===== config.mk =====
export PLATFORM = sky130hd
export DESIGN_NAME = dual_buck_control_i2c
export DESIGN_NICKNAME = d
export VERILOG_FILES = /design/src/rtl/buck_ctrl_pkg.sv /design/src/rtl/reg_access_if.sv /design/src/rtl/i2c_reg_slave.sv /design/src/rtl/dual_buck_control_i2c.sv
export SDC_FILE = /design/constraint.sdc
export NUM_CORES = 1
export LEC_CHECK = 0
export ABC_CLOCK_PERIOD_IN_PS = 8400
export BUFFER_PORTS_ARGS = -buffer_cell sky130_fd_sc_hd__buf_2
export CORE_MARGIN = 2
export CORE_UTILIZATION = 50
export CTS_CLUSTER_DIAMETER = 50
export CTS_CLUSTER_SIZE = 10
export DETAILED_ROUTE_END_ITERATION = 8
export GPL_ROUTABILITY_DRIVEN = 1
export PLACE_DENSITY = 0.75
export SLEW_MARGIN = 20
export SYNTH_ARGS = -nofsm -noshare
export SYNTH_HDL_FRONTEND = slang
export SYNTH_SLANG_ARGS = --single-unit

===== constraint.sdc =====
create_clock -name clock -period 8.4 [get_ports clock]
set_clock_uncertainty 0.05 [all_clocks]
set_input_delay 0.84 -clock clock [delete_from_list [all_inputs] [get_ports clock]]
set_output_delay 0.84 -clock clock [all_outputs]
set_load 0.02 [all_outputs]

===== src/rtl/buck_ctrl_pkg.sv =====
// Shared constants and types for the dual buck controller
`default_nettype none
package buck_ctrl_pkg;
  localparam int CLK_HZ = 10_000_000;
  localparam int CLK_NS = 1_000_000_000 / CLK_HZ;
  localparam logic [6:0] SLAVE_ADDR = 7'h68;
  localparam logic [7:0] REG_VOUT_ONE = 8'h00;
  localparam logic [7:0] REG_VOUT_TWO = 8'h01;
  localparam logic [7:0] REG_BUCK_OPT = 8'h05;
  localparam logic [7:0] REG_SYS_OPT = 8'h06;
  localparam logic [7:0] REG_STATUS = 8'h07;
  localparam logic [6:0] VOUT_RESET = 7'h10;
  localparam logic [7:0] BUCK_OPT_RESET = 8'h0C;
  localparam logic [7:0] SYS_OPT_RESET = 8'h00;
  localparam int OPT_SKIP_LSB = 0;
  localparam int OPT_BLEED_LSB = 2;
  localparam int OPT_SLEW_LSB = 4;
  localparam int SYS_PGDLY_LSB = 0;
  localparam int SYS_VSEL_BIT = 6;
  localparam logic [4:0] ZC_ENTRY_COUNT = 5'h10;
  localparam int PG_UNIT_US = 1000;
  localparam int PG_UNIT_CYCLES = PG_UNIT_US * (CLK_HZ / 1_000_000);
  localparam int SLEW_BASE_NS = 1000;
  localparam int SLEW_BASE_CYCLES = SLEW_BASE_NS / CLK_NS;
  localparam int SOFT_START_NS = 256000;
  localparam int SOFT_START_CYCLES = (SOFT_START_NS + CLK_NS - 1) / CLK_NS;
  localparam int SYNC_W = 38;

  typedef enum logic [4:0] {
    CH_OFF = 5'b00001,
    CH_SOFT = 5'b00010,
    CH_PWM = 5'b00100,
    CH_SKIP_PULSE = 5'b01000,
    CH_SKIP_HOLD = 5'b10000
  } ch_state_t;

  typedef enum logic [2:0] {
    I2C_IDLE = 3'b001,
    I2C_RECV = 3'b010,
    I2C_SEND = 3'b100
  } i2c_state_t;
endpackage
`default_nettype wire


===== src/rtl/reg_access_if.sv =====
// Register access path between the serial slave and the control core
`default_nettype none
interface reg_access_if;
  logic wr_en;
  logic [7:0] addr;
  logic [7:0] wdata;
  logic [7:0] rd_addr;
  logic [7:0] rdata;
  modport slave_side (output wr_en, output addr, output wdata, output rd_addr, input rdata);
  modport regs_side (input wr_en, input addr, input wdata, input rd_addr, output rdata);
endinterface
`default_nettype wire


===== src/rtl/i2c_reg_slave.sv =====
// Serial two-wire slave that turns bus transfers into register accesses
`default_nettype none
module i2c_reg_slave
  import buck_ctrl_pkg::*;
(
  // Clock and reset
  input wire logic clock,
  input wire logic sys_rst,
  // Bus pins
  input wire logic scl_in,
  input wire logic sda_in,
  output logic sda_oe,
  // Register side
  reg_access_if.slave_side regs
);
  logic [1:0] scl_sync;
  logic [1:0] sda_sync;
  logic scl_q;
  logic sda_q;
  i2c_state_t st;
  logic [3:0] bit_cnt;
  logic [7:0] shreg;
  logic [7:0] ptr;
  logic [1:0] phase;
  logic is_read;
  logic ack_drive;
  logic data_drive;
  logic wr_en;
  logic [7:0] wdata;

  always_ff @(posedge clock) begin
    if (sys_rst) begin
      scl_sync <= 2'h3;
      sda_sync <= 2'h3;
      scl_q <= 1'b1;
      sda_q <= 1'b1;
    end else begin
      scl_sync <= {scl_sync[0], scl_in};
      sda_sync <= {sda_sync[0], sda_in};
      scl_q <= scl_sync[1];
      sda_q <= sda_sync[1];
    end
  end

  wire scl = scl_sync[1];
  wire sda = sda_sync[1];
  wire scl_rise = scl & ~scl_q;
  wire scl_fall = ~scl & scl_q;
  wire start_seen = scl & scl_q & sda_q & ~sda;
  wire stop_seen = scl & scl_q & ~sda_q & sda;
  wire addr_match = (shreg[7:1] == SLAVE_ADDR);

  assign regs.wr_en = wr_en;
  assign regs.addr = ptr;
  assign regs.wdata = wdata;
  assign regs.rd_addr = ptr;
  // Open drain: only ever pulls low
  assign sda_oe = ack_drive | (data_drive & ~shreg[7]);

  always_ff @(posedge clock) begin
    if (sys_rst) begin
      st <= I2C_IDLE;
      bit_cnt <= 4'h0;
      shreg <= 8'h00;
      ptr <= 8'h00;
      phase <= 2'h0;
      is_read <= 1'b0;
      ack_drive <= 1'b0;
      data_drive <= 1'b0;
      wr_en <= 1'b0;
      wdata <= 8'h00;
    end else begin
      wr_en <= 1'b0;
      if (start_seen) begin
        st <= I2C_RECV;
        bit_cnt <= 4'h0;
        phase <= 2'h0;
        ack_drive <= 1'b0;
        data_drive <= 1'b0;
      end else if (stop_seen) begin
        st <= I2C_IDLE;
        ack_drive <= 1'b0;
        data_drive <= 1'b0;
      end else if (st != I2C_IDLE) begin
        if (scl_rise) begin
          if (bit_cnt < 4'h8) begin
            if (st == I2C_RECV) begin
              shreg <= {shreg[6:0], sda};
            end
            bit_cnt <= bit_cnt + 4'h1;
          end else begin
            bit_cnt <= 4'h9;
            if (st == I2C_SEND && sda) begin
              st <= I2C_IDLE;
            end
          end
        end else if (scl_fall) begin
          if (bit_cnt == 4'h8) begin
            data_drive <= 1'b0;
            if (st == I2C_RECV) begin
              if (phase == 2'h0) begin
                if (addr_match) begin
                  ack_drive <= 1'b1;
                  is_read <= shreg[0];
                  phase <= 2'h1;
                end else begin
                  st <= I2C_IDLE;
                end
              end else if (phase == 2'h1) begin
                ptr <= shreg;
                ack_drive <= 1'b1;
                phase <= 2'h2;
              end else begin
                wr_en <= 1'b1;
                wdata <= shreg;
                ack_drive <= 1'b1;
              end
            end
          end else if (bit_cnt == 4'h9) begin
            ack_drive <= 1'b0;
            bit_cnt <= 4'h0;
            if (is_read) begin
              // Auto-increment so a burst reads successive registers
              st <= I2C_SEND;
              shreg <= regs.rdata;
              ptr <= ptr + 8'h01;
              data_drive <= 1'b1;
            end
          end else if (st == I2C_SEND && bit_cnt != 4'h0) begin
            shreg <= {shreg[6:0], 1'b0};
          end
        end
        if (wr_en) begin
          ptr <= ptr + 8'h01;
        end
      end
    end
  end
endmodule
`default_nettype wire


===== src/rtl/dual_buck_control_i2c.sv =====
// Dual buck converter digital control with serial register access
`default_nettype none
module dual_buck_control_i2c
  import buck_ctrl_pkg::*;
#(
  parameter int PG_DELAY_UNIT_CYCLES = PG_UNIT_CYCLES
) (
  // Clock and reset
  input wire logic clock,
  input wire logic sys_rst,
  // Serial host bus
  input wire logic serial_clock_pin,
  input wire logic serial_data_pin_in,
  output logic serial_data_pin_out,
  output logic serial_data_pin_oe,
  // Oscillator, enables, fused defaults
  input wire logic pwm_clk_in,
  input wire logic [1:0] buck_enable,
  input wire logic [6:0] fuse_code_one,
  input wire logic [6:0] fuse_code_two,
  // Per-channel analog comparators, bit 0 channel one
  input wire logic [1:0] zero_cross,
  input wire logic [1:0] peak_trip,
  input wire logic [1:0] ilim_reached,
  input wire logic [1:0] skip_trip,
  input wire logic [1:0] over_upper,
  input wire logic [1:0] at_nominal_low,
  input wire logic [1:0] under_lower,
  input wire logic [1:0] short_detect,
  input wire logic [1:0] dropout,
  input wire logic [1:0] pg_window,
  // Supply and thermal comparators
  input wire logic supply_above_rise,
  input wire logic supply_above_fall,
  input wire logic thermal_hot,
  input wire logic thermal_cool,
  // Channel drive and status
  output logic [1:0] high_side_on,
  output logic [1:0] osc_slow,
  output logic [1:0] bleed_on,
  output logic [1:0] channel_on,
  output logic [1:0] skip_active,
  output logic [1:0] soft_start_active,
  output logic [3:0] soft_ramp_one,
  output logic [3:0] soft_ramp_two,
  output logic [6:0] vout_code_one,
  output logic [6:0] vout_code_two,
  // Open-drain power-good pin
  output logic buck_power_good_out_o,
  output logic buck_power_good_out_oe
);
  ////////////////////////////////////////////////////////////////////////////
  function automatic logic [15:0] slew_cycles(input logic [1:0] sel);
    slew_cycles = 16'(SLEW_BASE_CYCLES << sel);
  endfunction

  function automatic logic [17:0] pg_delay(input logic [1:0] sel, input int unit);
    pg_delay = 18'((int'(sel) + 1) * unit);
  endfunction

  ////////////////////////////////////////////////////////////////////////////
  // Channel comparators, PWM clock, enables, fuses and supply_above_rise cross into the clock domain here
  wire [SYNC_W-1:0] async_in = {pwm_clk_in, buck_enable, fuse_code_one, fuse_code_two,
    zero_cross, peak_trip, ilim_reached, skip_trip, over_upper, at_nominal_low,
    under_lower, short_detect, dropout, pg_window, supply_above_rise};
  logic [SYNC_W-1:0] sync_a;
  logic [SYNC_W-1:0] sync_b;
  logic pwm_q;

  always_ff @(posedge clock) begin
    if (sys_rst) begin
      sync_a <= '0;
      sync_b <= '0;
      pwm_q <= 1'b0;
    end else begin
      sync_a <= async_in;
      sync_b <= sync_a;
      pwm_q <= sync_b[37];
    end
  end

  wire pwm_s = sync_b[37];
  wire [1:0] en_s = sync_b[36:35];
  wire [6:0] fuse_one_s = sync_b[34:28];
  wire [6:0] fuse_two_s = sync_b[27:21];
  wire [1:0] zc_s = sync_b[20:19];
  wire [1:0] peak_s = sync_b[18:17];
  wire [1:0] ilim_s = sync_b[16:15];
  wire [1:0] skipt_s = sync_b[14:13];
  wire [1:0] upper_s = sync_b[12:11];
  wire [1:0] nominal_s = sync_b[10:9];
  wire [1:0] lower_s = sync_b[8:7];
  wire [1:0] short_s = sync_b[6:5];
  wire [1:0] dropout_s = sync_b[4:3];
  wire [1:0] window_s = sync_b[2:1];
  wire supply_rise_s = sync_b[0];
  wire pwm_tick = pwm_s & ~pwm_q;

  // Supply and thermal bits ride in a second short vector
  logic [3:0] misc_a;
  logic [3:0] misc_b;
  always_ff @(posedge clock) begin
    if (sys_rst) begin
      misc_a <= 4'h0;
      misc_b <= 4'h0;
    end else begin
      misc_a <= {supply_above_rise, supply_above_fall, thermal_hot, thermal_cool};
      misc_b <= misc_a;
    end
  end

  ////////////////////////////////////////////////////////////////////////////
  // Registers
  reg_access_if rif ();
  logic [6:0] vout_reg [2];
  logic [7:0] buck_option_reg;
  logic [7:0] system_option_reg;
  logic uv_lock;
  logic hot_shut;
  logic pg_state;

  i2c_reg_slave u_slave (
    .clock(clock),
    .sys_rst(sys_rst),
    .scl_in(serial_clock_pin),
    .sda_in(serial_data_pin_in),
    .sda_oe(serial_data_pin_oe),
    .regs(rif.slave_side)
  );
  assign serial_data_pin_out = 1'b0;

  always_ff @(posedge clock) begin
    if (sys_rst) begin
      vout_reg[0] <= VOUT_RESET;
      vout_reg[1] <= VOUT_RESET;
      buck_option_reg <= BUCK_OPT_RESET;
      system_option_reg <= SYS_OPT_RESET;
    end else if (rif.wr_en) begin
      case (rif.addr)
        REG_VOUT_ONE: vout_reg[0] <= rif.wdata[6:0];
        REG_VOUT_TWO: vout_reg[1] <= rif.wdata[6:0];
        REG_BUCK_OPT: buck_option_reg <= rif.wdata;
        REG_SYS_OPT: system_option_reg <= rif.wdata;
        default: ;
      endcase
    end
  end

  wire [7:0] status_word = {2'h0, hot_shut, uv_lock, pg_state, skip_active[1],
    skip_active[0], channel_on[0] | channel_on[1]};
  assign rif.rdata = (rif.rd_addr == REG_VOUT_ONE) ? {1'b0, vout_reg[0]} :
                     (rif.rd_addr == REG_VOUT_TWO) ? {1'b0, vout_reg[1]} :
                     (rif.rd_addr == REG_BUCK_OPT) ? buck_option_reg :
                     (rif.rd_addr == REG_SYS_OPT) ? system_option_reg :
                     (rif.rd_addr == REG_STATUS) ? status_word : 8'h00;

  wire [1:0] skip_allow = buck_option_reg[OPT_SKIP_LSB +: 2];
  wire [1:0] bleed_allow = buck_option_reg[OPT_BLEED_LSB +: 2];
  wire [1:0] slew_sel = buck_option_reg[OPT_SLEW_LSB +: 2];
  wire [1:0] pg_sel = system_option_reg[SYS_PGDLY_LSB +: 2];
  wire vsel = system_option_reg[SYS_VSEL_BIT];

  ////////////////////////////////////////////////////////////////////////////
  // Supply lockout and thermal shutdown; setting wins over release
  always_ff @(posedge clock) begin
    if (sys_rst) begin
      uv_lock <= 1'b1;
      hot_shut <= 1'b0;
    end else begin
      if (!misc_b[2]) begin
        uv_lock <= 1'b1;
      end else if (misc_b[3] & supply_rise_s) begin
        uv_lock <= 1'b0;
      end
      if (misc_b[1]) begin
        hot_shut <= 1'b1;
      end else if (misc_b[0]) begin
        hot_shut <= 1'b0;
      end
    end
  end

  ////////////////////////////////////////////////////////////////////////////
  // Output code slew toward the selected target
  logic [15:0] slew_cnt;
  wire slew_tick = (slew_cnt >= slew_cycles(slew_sel) - 16'h1);
  wire [6:0] target [2];
  logic [6:0] cur_code [2];
  assign target[0] = vsel ? vout_reg[0] : fuse_one_s;
  assign target[1] = vsel ? vout_reg[1] : fuse_two_s;

  always_ff @(posedge clock) begin
    if (sys_rst) begin
      slew_cnt <= 16'h0;
    end else begin
      slew_cnt <= slew_tick ? 16'h0 : slew_cnt + 16'h1;
    end
  end

  ////////////////////////////////////////////////////////////////////////////
  // Channel state machines
  logic [11:0] soft_cnt [2];
  for (genvar c = 0; c < 2; c++) begin : g_ch
    ch_state_t st;
    ch_state_t next_st;
    logic [4:0] zc_cnt;
    logic zc_seen;
    logic hs;
    logic next_hs;
    wire run = en_s[c] & ~uv_lock & ~hot_shut;
    wire zc_cycle = zc_seen | zc_s[c];
    wire [4:0] next_zc = !zc_cycle ? 5'h0 : (zc_cnt == ZC_ENTRY_COUNT) ? zc_cnt : zc_cnt + 5'h1;
    wire soft_done = (soft_cnt[c] >= 12'(SOFT_START_CYCLES - 1));
    wire skip_entry = skip_allow[c] & pwm_tick & (next_zc == ZC_ENTRY_COUNT);

    always_comb begin
      next_st = st;
      case (st)
        CH_OFF: next_st = run ? CH_SOFT : CH_OFF;
        CH_SOFT: next_st = !run ? CH_OFF : (soft_done ? CH_PWM : CH_SOFT);
        CH_PWM: next_st = !run ? CH_OFF : (skip_entry ? CH_SKIP_PULSE : CH_PWM);
        CH_SKIP_PULSE: begin
          if (!run) begin
            next_st = CH_OFF;
          end else if (lower_s[c] || !skip_allow[c]) begin
            next_st = CH_PWM;
          end else if (upper_s[c]) begin
            next_st = CH_SKIP_HOLD;
          end
        end
        CH_SKIP_HOLD: begin
          if (!run) begin
            next_st = CH_OFF;
          end else if (lower_s[c] || !skip_allow[c]) begin
            next_st = CH_PWM;
          end else if (nominal_s[c]) begin
            next_st = CH_SKIP_PULSE;
          end
        end
        default: next_st = CH_OFF;
      endcase
    end

    always_comb begin
      next_hs = hs;
      if (st == CH_PWM || st == CH_SOFT) begin
        if (pwm_tick) begin
          next_hs = 1'b1;
        end
        if (peak_s[c]) begin
          next_hs = 1'b0;
        end
        if (dropout_s[c]) begin
          next_hs = 1'b1;
        end
      end else if (st == CH_SKIP_PULSE) begin
        if (pwm_tick) begin
          next_hs = 1'b1;
        end
        if (skipt_s[c]) begin
          next_hs = 1'b0;
        end
      end
      if (ilim_s[c]) begin
        next_hs = 1'b0;
      end
      if (next_st == CH_OFF || next_st == CH_SKIP_HOLD) begin
        next_hs = 1'b0;
      end
    end

    always_ff @(posedge clock) begin
      if (sys_rst) begin
        st <= CH_OFF;
        hs <= 1'b0;
      end else begin
        st <= next_st;
        hs <= next_hs;
      end
    end

    // Crossing seen any time in the cycle counts, judged at the edge
    always_ff @(posedge clock) begin
      if (sys_rst || st != CH_PWM) begin
        zc_seen <= 1'b0;
        zc_cnt <= 5'h0;
      end else if (pwm_tick) begin
        zc_seen <= 1'b0;
        zc_cnt <= next_zc;
      end else begin
        zc_seen <= zc_cycle;
      end
    end

    always_ff @(posedge clock) begin
      if (sys_rst || st != CH_SOFT) begin
        soft_cnt[c] <= 12'h0;
      end else if (!soft_done) begin
        soft_cnt[c] <= soft_cnt[c] + 12'h1;
      end
    end

    always_ff @(posedge clock) begin
      if (sys_rst) begin
        cur_code[c] <= VOUT_RESET;
        high_side_on[c] <= 1'b0;
        osc_slow[c] <= 1'b0;
        bleed_on[c] <= 1'b0;
        channel_on[c] <= 1'b0;
        skip_active[c] <= 1'b0;
        soft_start_active[c] <= 1'b0;
      end else begin
        if (slew_tick && cur_code[c] < target[c]) begin
          cur_code[c] <= cur_code[c] + 7'h01;
        end else if (slew_tick && cur_code[c] > target[c]) begin
          cur_code[c] <= cur_code[c] - 7'h01;
        end
        high_side_on[c] <= next_hs;
        osc_slow[c] <= run & short_s[c];
        bleed_on[c] <= (next_st == CH_OFF) & bleed_allow[c];
        channel_on[c] <= next_st != CH_OFF;
        skip_active[c] <= (next_st == CH_SKIP_PULSE) | (next_st == CH_SKIP_HOLD);
        soft_start_active[c] <= next_st == CH_SOFT;
      end
    end
  end

  assign soft_ramp_one = soft_cnt[0][11:8];
  assign soft_ramp_two = soft_cnt[1][11:8];
  assign vout_code_one = cur_code[0];
  assign vout_code_two = cur_code[1];

  ////////////////////////////////////////////////////////////////////////////
  // Power-good with programmed delay on each change; cleared at once when both enables are low
  wire any_on = en_s[0] | en_s[1];
  wire pg_target = any_on & (~en_s[0] | window_s[0]) & (~en_s[1] | window_s[1]);
  logic [17:0] pg_cnt;

  always_ff @(posedge clock) begin
    if (sys_rst) begin
      pg_state <= 1'b0;
      pg_cnt <= 18'h0;
    end else if (!any_on) begin
      pg_state <= 1'b0;
      pg_cnt <= 18'h0;
    end else if (pg_target == pg_state) begin
      pg_cnt <= 18'h0;
    end else if (pg_cnt >= pg_delay(pg_sel, PG_DELAY_UNIT_CYCLES) - 18'h1) begin
      pg_state <= pg_target;
      pg_cnt <= 18'h0;
    end else begin
      pg_cnt <= pg_cnt + 18'h1;
    end
  end

  assign buck_power_good_out_o = 1'b0;
  assign buck_power_good_out_oe = ~pg_state;
endmodule
`default_nettype wire


Word level (Yosys, flattened, before mapping):

Memories as Yosys holds them, arrays and structs flattened.
Cells that the tools add are included.
Widths: inputs -> output; s select.

* flip-flop bits (word level): 215
* bits in latches: 0
* RAM bits: 52
* ROM bits: 0
* input bits: 45
* output and inout bits: 38
* logic and storage cells: 400
* memories: 3

* $add $sub $neg: 15
* $mul: 1
* div/mod/pow operators: 0
* order comparisons: 9
* eq/ne operators: 61
* shifts and indexed selects: 1
* muxes and demuxes: 138
* bitwise operators: 64
* reduce and logical (&&, ||, !) cells: 63

Memories
* soft_cnt: words 2, width 12, read ports 2, clocked after memory_dff 0, wr ports 2, RTL line dual_buck_control_i2c.sv:202 `logic [11:0] soft_cnt [2];`
* cur_code: words 2, width 7, read ports 2, clocked after memory_dff 0, wr ports 2, RTL line dual_buck_control_i2c.sv:188 `logic [6:0] cur_code [2];`
* vout_reg: words 2, width 7, read ports 2, clocked after memory_dff 0, wr ports 2, RTL line dual_buck_control_i2c.sv:115 `logic [6:0] vout_reg [2];`

Operators by type and width (count)
* $mux 8: 21
* $mux 5: 16
* $mux 1: 57
* $mux 7: 8
* $pmux 5 s5: 2
* $reduce_and 9->1: 5
* $mux 3: 14
* $eq 5x5->1 const B: 8
* $mux 4: 9
* $add 12x1->12 const B: 2
* $and 1x1->1: 24
* $eq 8x3->1 const B: 3
* $ge 12x12->1 const B: 2
* $mux 12: 2
* $not 1->1: 23
* $eq 5x1->1 const B: 4
* $eq 5x2->1 const B: 4
* $eq 5x4->1 const B: 4
* $ne 5x2->1 const B: 4
* $add 18x1->18 const B: 1
* $ge 18x18->1: 1
* $reduce_bool 2->1: 9
* $reduce_bool 3->1: 6
* $sub 17x1->18 const B: 1
* other kinds (48): 122

Depth between registers and ports, before layout:

Gate-level depths: netlist (run 1).

* depth after elaboration: 11
* mapped depth: 18
* mapped depth without buffers: 18

Hierarchy:

A second synthesis (run 1) with hierarchy kept.

* cells, all modules: 1350
* area, all modules: 12932.4 um^2

By module, submodules not included
* dual_buck_control_i2c: times used 1, cells each 1082, area an instance 10512.6 um^2, seq. area each 4964.8 um^2
* i2c_reg_slave: times used 1, cells each 268, area an instance 2419.8 um^2, seq. area each 860.8 um^2

Worst setup path before layout (run 1):

No wires, ideal clock.

* path kind: flip-flop to flip-flop
* start: register system_option_reg[6]
* end: memory cur_code[1][6], data pin
* library setup time: 0.282 ns
* arrival time: 3.461 ns
* data required time: 8.068 ns
* setup slack: 4.606 ns
* stages on the path, launching flop included: 17
* path buffers: 2
* period minus slack after synthesis: 3.794 ns
* path through: dfxtp_1 clkbuf_1 clkbuf_1 mux2i_1 ha_1 nor2b_1 o21ai_0 a21oi_1 a2111oi_4 nor3_1 ha_1 nor2b_1 nor3_1 o21bai_1 a21oi_1 xnor3_1 nor2_1

RTL lines
* from (decl): RTL line dual_buck_control_i2c.sv:117 `logic [7:0] system_option_reg;`
* from (signal assigned): RTL line dual_buck_control_i2c.sv:143 `REG_SYS_OPT: system_option_reg <= rif.wdata;`
* to (decl): RTL line dual_buck_control_i2c.sv:188

==> results of run 1 <==
[power by group]
part | switching, mW | internal [mW]
combinational | 0.254 | 0.187
sequential | 0.0528 | 1.36
clock | 0.482 | 0.685
total | 0.790 | 2.23
[routing by layer]
layer  routed length, µm  global-route usage (%)  up-vias
met5                   0                       0        -
li1                    -                       -     4595
met1               11600                    25.6     4326
met2               11600                    30.9      263
met3                1440                    3.33       54
met4                 633                    6.39        0
[how the worst max path moves through the flow]
| stage | slack (ns) | from | end | cells past startpoint |
|---|---|---|---|---|
| final | 3.89 | buck_option_reg[4]$_SDFFE_PP0P_ | cur_code[1][6]$_SDFFCE_PN0P_ | 18 |
| after global routing | 3.50 | buck_option_reg[4]$_SDFFE_PP0P_ | cur_code[1][6]$_SDFFCE_PN0P_ | 18 |
| after CTS | 3.90 | buck_option_reg[4]$_SDFFE_PP0P_ | cur_code[1][6]$_SDFFCE_PN0P_ | 18 |
| after floorplan | 4.61 | system_option_reg[6]$_SDFFE_PP0P_ | cur_code[1][6]$_SDFFCE_PN0P_ | 16 |
| after global placement | 4.11 | buck_option_reg[4]$_SDFFE_PP0P_ | cur_code[1][6]$_SDFFCE_PN0P_ | 18 |
| after detailed placement | 3.93 | buck_option_reg[4]$_SDFFE_PP0P_ | cur_code[1][6]$_SDFFCE_PN0P_ | 18 |
[cell usage after synthesis, types with 9 or more instances]
cell | n | area (µm²)
a211oi_1 | 11 | 82.6
a21oi_1 | 56 | 280
a31oi_1 | 9 | 56.3
and2_1 | 12 | 75.1
and3_1 | 22 | 138
buf_4 | 12 | 90.1
clkbuf_1 | 30 | 113
dfxtp_1 | 213 | 4260
edfxtp_1 | 52 | 1560
ha_1 | 66 | 826
inv_1 | 46 | 173
mux2i_1 | 42 | 420
nand2_1 | 80 | 300
nand2b_1 | 14 | 87.6
nand3_1 | 49 | 245
nor2_1 | 168 | 631
nor2b_1 | 98 | 613
nor3_1 | 34 | 170
nor3b_1 | 9 | 67.6
o21ai_0 | 41 | 205
o22ai_1 | 11 | 68.8
or2_2 | 12 | 75.1
xnor2_1 | 19 | 166
xor2_1 | 37 | 324
[per-stage QoR]
stage / hold slack [ns] / instance area (µm²) / instances
2_1_floorplan: 0.321 / 12300 / 1293
3_5_place_dp: 0.334 / 12800 / 1643
6_report: 0.344 / 13700 / 1691
3_3_place_gp: 0.323 / 12800 / 1643
4_1_cts: 0.348 / 13700 / 1691
5_1_grt: 0.366 / 13700 / 1691
[cells by family (layout without fill, tap and decap cells)]
kind of cell | count (synthesis) | in the layout
simple gates | 543 | 543
flops | 265 | 265
compound gates | 203 | 203
buf+inv | 103 | 177
fa+ha+maj | 67 | 67
xor+xnor | 57 | 57
mux | 44 | 44
other cells | 1 | 11
[critical path: cells and delay by family (launching register included)]
family | cells | cell delay, ns
xor gates and xnor gates | 1 | 0.15
adders and majority gates | 4 | 1.12
AOI/OAI and AO/OA | 5 | 0.95
buffers and inverters | 2 | 0.18
and+or+nand+nor | 6 | 1.35
DFF | 1 | 0.42
[area by class of cell]
type	instances	area, µm²
fill	2081	10500
inverter	47	176
tap	324	405
timing repair buffer	82	418
multi-input combinational	925	5990
clock inverter	4	23.8
sequential	265	5830
clock buffer	44	845
==> impl_metrics.toml, run 1 <==
[synth]
synth_simple_gate_area_share_pct = 22.7
synth_xor_area_share_pct = 4.19
yosysWarnings = 0
synth_edf_count = 52
async_flop_share_pct = 0
ys_types = 75
synth_compound_area_share_pct = 11.1
synth_cells = 1283
synthAdderAreaFrac_pct = 6.91
synth_top_family_by_area = "simple AND/OR/NAND/NOR gates"
synthMuxAreaShare_pct = 3.62
ys_seq_elements = 265
yosysSeqAreaShare_pct = 47.6
syn-cell-area_um2 = 12200
synth.avg_cell_area_um2 = 9.53
synthFlopType = "dfxtp_1"

[timing]
slew-limit-headroom_pct = 27.1
hold_viol = 0
final.setup.tns_ns = 0
min_period_over_period_pct = 53.7
fmax_mhz = 222
grt_setup_unrepaired = "false"
setup_viol = 0
setup_slack_ns = 3.89
maxSlewViolCount = 0
worst_pin_slew_ns = 1.08
layout_min_cycle_time_ns = 4.51

[route]
drc_errors = 0
first_iter_violations = 534
drt_pass1_iterations = 5
wl_um = 25300
dr_total_vias = 9238
wire_per_inst_um = 14.9
viasPerCell = 5.46
final_antenna_net_count = 0

[final_layout]
mostFrequentLayoutCell = "dfxtp_1"
areaGrowthSynthToFinish_pct = 11.8
biggestRegsByFlops = "sync_a x38, sync_b x38, soft_cnt x24"
antennaDiodeCount = 0
final_cell_mix = "dfxtp_1 (213), nor2_1 (167), nor2b_1 (98)"
final_util_pct = 56.6
fin_nets = 1464
drive_gt1_share_pct = 10.5

[clock_tree]
clock_path_buffers = 3
ctsHoldBuffers = 0
ctsHtreeMaxLevel = 1
worstSkewPairLatency_ns = 0.55
post_cts_buffers = 0
cts_made_buffers = 31
cts_tree = "built"
cts.sinks = 265
cts-root-buf = "clkbuf_16"
post_cts_resized = 0
clk_pin_slew_ns = 0.05

[worst_hold_path]
min_to = "uv_lock$_SDFFE_PP1P_"
hold_start = "misc_b[2]$_SDFF_PP0_"
min_path_type = "reg -> reg"
holdPathStages = 1

[grt]
overflow = 0
antenna_found_initial = 0
grt_max_degree = 72
grt_pass1_vias = 8650
track_usage_pct = 19.0
grt_first_pass_wirelength_um = 41100

[place]
place_ws_ns = 3.93
gp_congestion = 0.846
port_buffers = 80
dp_hpwl_um = 17900

[die]
die_area_um2 = 25700
start_util_pct = 50.6
core_area_um2 = 24200
die_x_um = 160
io_pins = 83
dieHeight_um = 160
rows = 57

[worst_setup_path]
r2r_start = "buck_option_reg[4]$_SDFFE_PP0P_"
crit_path_cell_trace = "inv_1, ha_1, inv_1, ha_1, ha_1, nand2_1, o21ai_0, a31oi_1, o2111ai_1, nand2_1, nor3_1, ha_1, nor2b_1, nor3_1, o21bai_1, a21oi_1, xnor3_1, nor2_1"
required_ns = 8.61
critical-path-max-stage-delay_ns = 0.59
reg2reg_to = "cur_code[1][6]$_SDFFCE_PN0P_"
start_kind = "flip-flop"
worst_path_max_delay_cell = "nor3_1"
timing.reg2reg.setup_slack_ns = 3.89
crit_fanout = 9
reg2reg_depth = 18
cp-end-kind = "flip-flop"
criticalPathCategory = "reg -> reg"
cp_data_arrival_time_ns = 4.72
crit_top_cell = "ha_1"

[status]
outcome = "completed"

[run]
max-cap-violations = 0

[power]
power_leakage_nw = 5.42
powerDensity_nw_per_um2 = 221
power_mw = 3.02
ir_drop_uv = 167
No activity file was read; power rests on OpenSTA's default activity.
==> run 2: changes to the inputs <==
--- a/config.mk
+++ b/config.mk
@@ -5,7 +5,7 @@
 export SDC_FILE = /design/constraint.sdc
 export NUM_CORES = 1
 export LEC_CHECK = 0
-export ABC_CLOCK_PERIOD_IN_PS = 8400
+export ABC_CLOCK_PERIOD_IN_PS = 4150
 export BUFFER_PORTS_ARGS = -buffer_cell sky130_fd_sc_hd__buf_2
 export CORE_MARGIN = 2
 export CORE_UTILIZATION = 50
==> constraint.sdc (replaced) <==
create_clock -name clock -period 4.15 [get_ports clock]
set_clock_uncertainty 0.05 [all_clocks]
set_input_delay 0.415 -clock clock [delete_from_list [all_inputs] [get_ports clock]]
set_output_delay 0.415 -clock clock [all_outputs]
set_load 0.02 [all_outputs]
==> impl_metrics.toml, run 2 (synthesis gave the netlist of run 1 again) <==
[power]
ir_drop_uv = 337
intPower_mw = 4.86
power_mw = 6.59
combPwrFrac_pct = 14.2
pwr-share-clk_pct = 42.4
seq_power_share_pct = 43.4
swShare_pct = 26.3
p_sw_mw = 1.73
powerDensity_nw_per_um2 = 473
power_leakage_nw = 5.56

[timing]
hold_viol = 0
final.setup.tns_ns = 0
setup_viol = 0
fmax_mhz = 256
setup_slack_ns = 0.251
worst_pin_slew_ns = 1.12
maxSlewViolCount = 0
min_period_over_period_pct = 94.0
slew-limit-headroom_pct = 24.7
layout_min_cycle_time_ns = 3.90

[route]
wire_per_inst_um = 15.1
final_antenna_net_count = 0
drt_pass1_iterations = 5
viasPerCell = 5.47
drc_errors = 0
dr_total_vias = 9335
wl_um = 25800
first_iter_violations = 556

[die]
io_pins = 83
rows = 57
die_area_um2 = 25700
dieHeight_um = 160
start_util_pct = 50.6
die_x_um = 160
core_area_um2 = 24200

[grt]
grt_first_pass_wirelength_um = 42300
track_usage_pct = 19.7
grt_max_degree = 72
antenna_found_initial = 0
overflow = 0
grt_pass1_vias = 8677

[final_layout]
fill_cells = 2067
antennaDiodeCount = 0
biggestRegsByFlops = "sync_a x38, sync_b x38, soft_cnt x24"
fin_nets = 1474
drive_gt1_share_pct = 12.0
regArea_um2 = 5830
mostFrequentLayoutCell = "dfxtp_1"
final_cell_mix = "dfxtp_1 (211), nor2_1 (167), nor2b_1 (97)"
final_util_pct = 57.7
areaGrowthSynthToFinish_pct = 14.0
fin_area_um2 = 13900
multiInputGateArea_um2 = 5990

[worst_setup_path]
path_buf_inv = 2
crit_family = "adder cells"
crit_path_cell_trace = "inv_1, ha_1, inv_1, ha_1, ha_1, nand2_1, o21ai_0, a31oi_1, o2111ai_2, nand2_1, or3_1, fa_1, nor2b_2, nor3_2, o21bai_1, a21oi_1, xnor3_1, nor2_1"
timing.reg2reg.setup_slack_ns = 0.25
crit_top_cell = "ha_1"
worst_path_max_delay_cell = "or3_1"
crit_fanout = 6
criticalPathCategory = "reg -> reg"
start_kind = "flip-flop"
required_ns = 4.31
cp-end-kind = "flip-flop"
cp_data_arrival_time_ns = 4.06
critical-path-max-stage-delay_ns = 0.41

[place]
place_ws_ns = 0.112
port_buffers = 80
dp_hpwl_um = 17700
gp_congestion = 0.878
place_area_um2 = 12800

[clock_tree]
cts_made_buffers = 35
cts.sinks = 265
worstSkewPairLatency_ns = 0.51
clock_path_buffers = 3
clk_pin_slew_ns = 0.06
cts-root-buf = "clkbuf_16"
cts_tree = "built"
post_cts_buffers = 0
ctsHoldBuffers = 0
ctsHtreeMaxLevel = 2

[status]
outcome = "completed"

[run]
max-cap-violations = 0

[worst_hold_path]
min_path_type = "in -> reg"
-- run 2: path summary, 6_finish.rpt --
path	start	end	depth (start not counted)
max	buck_option_reg[4]$_SDFFE_PP0P_	cur_code[1][6]$_SDFFCE_PN0P_	18
min	serial_data_pin_in	u_slave.sda_sync[0]$_SDFF_PP1_	2
max reg2reg	buck_option_reg[4]$_SDFFE_PP0P_	cur_code[1][6]$_SDFFCE_PN0P_	18
min reg2reg	sync_b[16]$_SDFF_PP0_	high_side_on[1]$_SDFFE_PP0P_	1
-- run 2: per-stage QoR --
step           instances  hold WS, ns
6_report            1707       0.0427
5_1_grt             1707       0.0496
4_1_cts             1706       0.0335
3_5_place_dp        1648        0.338
3_3_place_gp        1648        0.324
2_1_floorplan       1293        0.321
-- run 2: layout make-up --
class                   instances  share of cell area [%]
multi-input cells             925                    43.0
flip-flops and latches        265                    41.8
clock buffers                  51                    7.37
repair buffers                 88                    3.30
well taps                     324                    2.91
inverters                      47                    1.27
clock inverters                 7                   0.386
-- run 2: power by group through the flow --
stage                     logic (mW)  clock network (mW)  registers, mW
after floorplan                0.632                   0           2.94
after global placement         0.865                   0           2.91
after detailed placement       0.912                   0           2.91
after CTS                      0.925                2.85           2.86
after global routing            1.03                2.96           2.87
final                          0.937                2.80           2.86
-- run 2: routing by layer --
metal / vias up / part of all wire (%) / GRT usage, %
met5: - / 0 / 0
met4: 0 / 2.4 / 6.80
met3: 46 / 5.8 / 3.93
met2: 249 / 46 / 31.9
met1: 4410 / 46 / 26.3
li1: 4630 / - / -
-- run 2: repair_timing --
action	4_1_cts	5_1_grt
endpoints found under the hold margin	0	0
setup endpoints to repair	0	1
gates resized for setup	0	5
==> run 3: changes to the inputs <==
--- a/config.mk
+++ b/config.mk
@@ -8,12 +8,12 @@
 export ABC_CLOCK_PERIOD_IN_PS = 4150
 export BUFFER_PORTS_ARGS = -buffer_cell sky130_fd_sc_hd__buf_2
 export CORE_MARGIN = 2
-export CORE_UTILIZATION = 50
+export CORE_UTILIZATION = 61
 export CTS_CLUSTER_DIAMETER = 50
 export CTS_CLUSTER_SIZE = 10
 export DETAILED_ROUTE_END_ITERATION = 8
 export GPL_ROUTABILITY_DRIVEN = 1
-export PLACE_DENSITY = 0.75
+export PLACE_DENSITY = 0.87
 export SLEW_MARGIN = 20
 export SYNTH_ARGS = -nofsm -noshare
 export SYNTH_HDL_FRONTEND = slang
==> impl_metrics.toml, run 3 (synthesis gave the netlist of run 1 again) <==
[clock_tree]
ctsHoldBuffers = 0
cts_tree = "built"
ctsHtreeMaxLevel = 2
clock_path_buffers = 3
cts_made_buffers = 34
clk_pin_slew_ns = 0.06
cts-root-buf = "clkbuf_16"
worstSkewPairLatency_ns = 0.51
cts.sinks = 265

[worst_setup_path]
critical-path-max-stage-delay_ns = 0.41
criticalPathCategory = "reg -> reg"
crit_path_cell_trace = "inv_1, ha_1, inv_1, ha_1, ha_1, nand2_1, o21ai_0, a31oi_1, o2111ai_2, nand2_2, or3_1, fa_1, nor2b_2, nor3_1, o21bai_1, a21oi_1, xnor3_1, nor2_1"
crit_top_cell = "ha_1"
cp-end-kind = "flip-flop"
timing.reg2reg.setup_slack_ns = 0.28
required_ns = 4.32
start_kind = "flip-flop"
worst_path_max_delay_cell = "fa_1"
crit_fanout = 6
cp_data_arrival_time_ns = 4.03

[final_layout]
mostFrequentLayoutCell = "dfxtp_1"
final_cell_mix = "dfxtp_1 (211), nor2_1 (168), nor2b_1 (97)"
fill_cells = 1372
areaGrowthSynthToFinish_pct = 12.8
fin_nets = 1473
antennaDiodeCount = 0
drive_gt1_share_pct = 11.5
biggestRegsByFlops = "sync_a x38, sync_b x38, soft_cnt x24"

[power]
power_leakage_nw = 5.52
power_mw = 6.44
ir_drop_uv = 419
powerDensity_nw_per_um2 = 467

[place]
place_ws_ns = 0.174
gp_congestion = 0.892
port_buffers = 80
dp_hpwl_um = 17700

[grt]
met3_usage_pct = 4.73
use_met2_pct = 40.3
grt_pass1_vias = 9006
top_usage_layer = "met2"
overflow = 0
grt_first_pass_wirelength_um = 43100
grt_use_met1_pct = 31.6
grt_max_degree = 85
track_usage_pct = 24.1
antenna_found_initial = 1

[die]
rows = 51
die_x_um = 146
start_util_pct = 62.4
dieHeight_um = 146
io_pins = 83
core_area_um2 = 19600
die_area_um2 = 21200

[timing]
grt_setup_unrepaired = "false"
setup_viol = 0
final.setup.tns_ns = 0
slew-limit-headroom_pct = 23.3
worst_pin_slew_ns = 1.14
fmax_mhz = 259
min_period_over_period_pct = 93.2
setup_slack_ns = 0.283
layout_min_cycle_time_ns = 3.87
maxSlewViolCount = 0
hold_viol = 0

[route]
wl_um = 26300
dr_total_vias = 9620
wire_per_inst_um = 16.0
drc_errors = 0
final_antenna_net_count = 0
viasPerCell = 5.85
drt_pass1_iterations = 6
first_iter_violations = 670

[worst_hold_path]
min_path_type = "in -> reg"

[status]
outcome = "completed"

[run]
max-cap-violations = 0
run 3: cell types whose count changed in the layout (fill, tap and decap cells not counted), sizes merged:
| cell | before | now |
|---|---|---|
| clkbuf | 52 | 49 |
| buf | 87 | 88 |
| clkinv | 5 | 3 |
| inv | 48 | 49 |
run 3: worst paths after layout:
| kind | end | startpoint | depth (start not counted) |
|---|---|---|---|
| hold / removal | u_slave.sda_sync[0]$_SDFF_PP1_ | serial_data_pin_in | 2 |
| setup / recovery | cur_code[1][6]$_SDFFCE_PN0P_ | buck_option_reg[4]$_SDFFE_PP0P_ | 18 |
| hold reg to reg | uv_lock$_SDFFE_PP1P_ | misc_b[2]$_SDFF_PP0_ | 1 |
| setup reg to reg | cur_code[1][6]$_SDFFCE_PN0P_ | buck_option_reg[4]$_SDFFE_PP0P_ | 18 |
run 3: final cells by class:
type / instances / area [µm²] / share of cell area (%)
clock buffers: 49 / 948 / 6.87
clock inverters: 6 / 58.8 / 0.426
inverters: 47 / 176 / 1.28
multi-input cells: 925 / 5990 / 43.4
flip-flops and latches: 265 / 5830 / 42.2
well taps: 265 / 332 / 2.40
repair buffers: 88 / 463 / 3.35
run 3: report_power, final:
| group | switching [mW] | internal, mW | leakage, nW | total, mW |
|---|---|---|---|---|
| clock network | 1.06 | 1.59 | 0.487 | 2.65 |
| logic | 0.542 | 0.392 | 2.70 | 0.934 |
| registers | 0.106 | 2.75 | 2.33 | 2.86 |
| total | 1.71 | 4.74 | 5.52 | 6.44 |
run 3: timing repair:
| item | CTS | global route |
|---|---|---|
| resized for setup | 0 | 5 |
| endpoints found under the hold margin | 0 | 0 |
| buffers inserted | 0 | 0 |
| setup endpoints to repair | 0 | 2 |
run 3: metal layers:
layer	vias up	routed length, µm
li1	4624	-
met1	4543	11100
met2	388	12600
met3	65	1980
met4	0	605
met5	-	0
run 3: worst max-delay path, delay by kind of cell, from the launching register on:
family,cells,cell delay (ns)
buffers and inverters,2,0.17
DFF,1,0.35
and+or+nand+nor,6,0.87
xor gates and xnor gates,1,0.20
adders and majority gates,4,1.19
AOI/OAI and AO/OA,5,0.75
run 3: stage by stage:
stage	util [%]	cell area (µm²)	std cells	hold slack, ns
final	70.4	13800	1645	0.0474
after global routing	70.4	13800	1645	0.0395
after CTS	70.3	13800	1645	0.0403
after detailed placement	65.2	12800	1590	0.337
after global placement	65.2	12800	1590	0.324
after floorplan	-	12300	1293	0.321
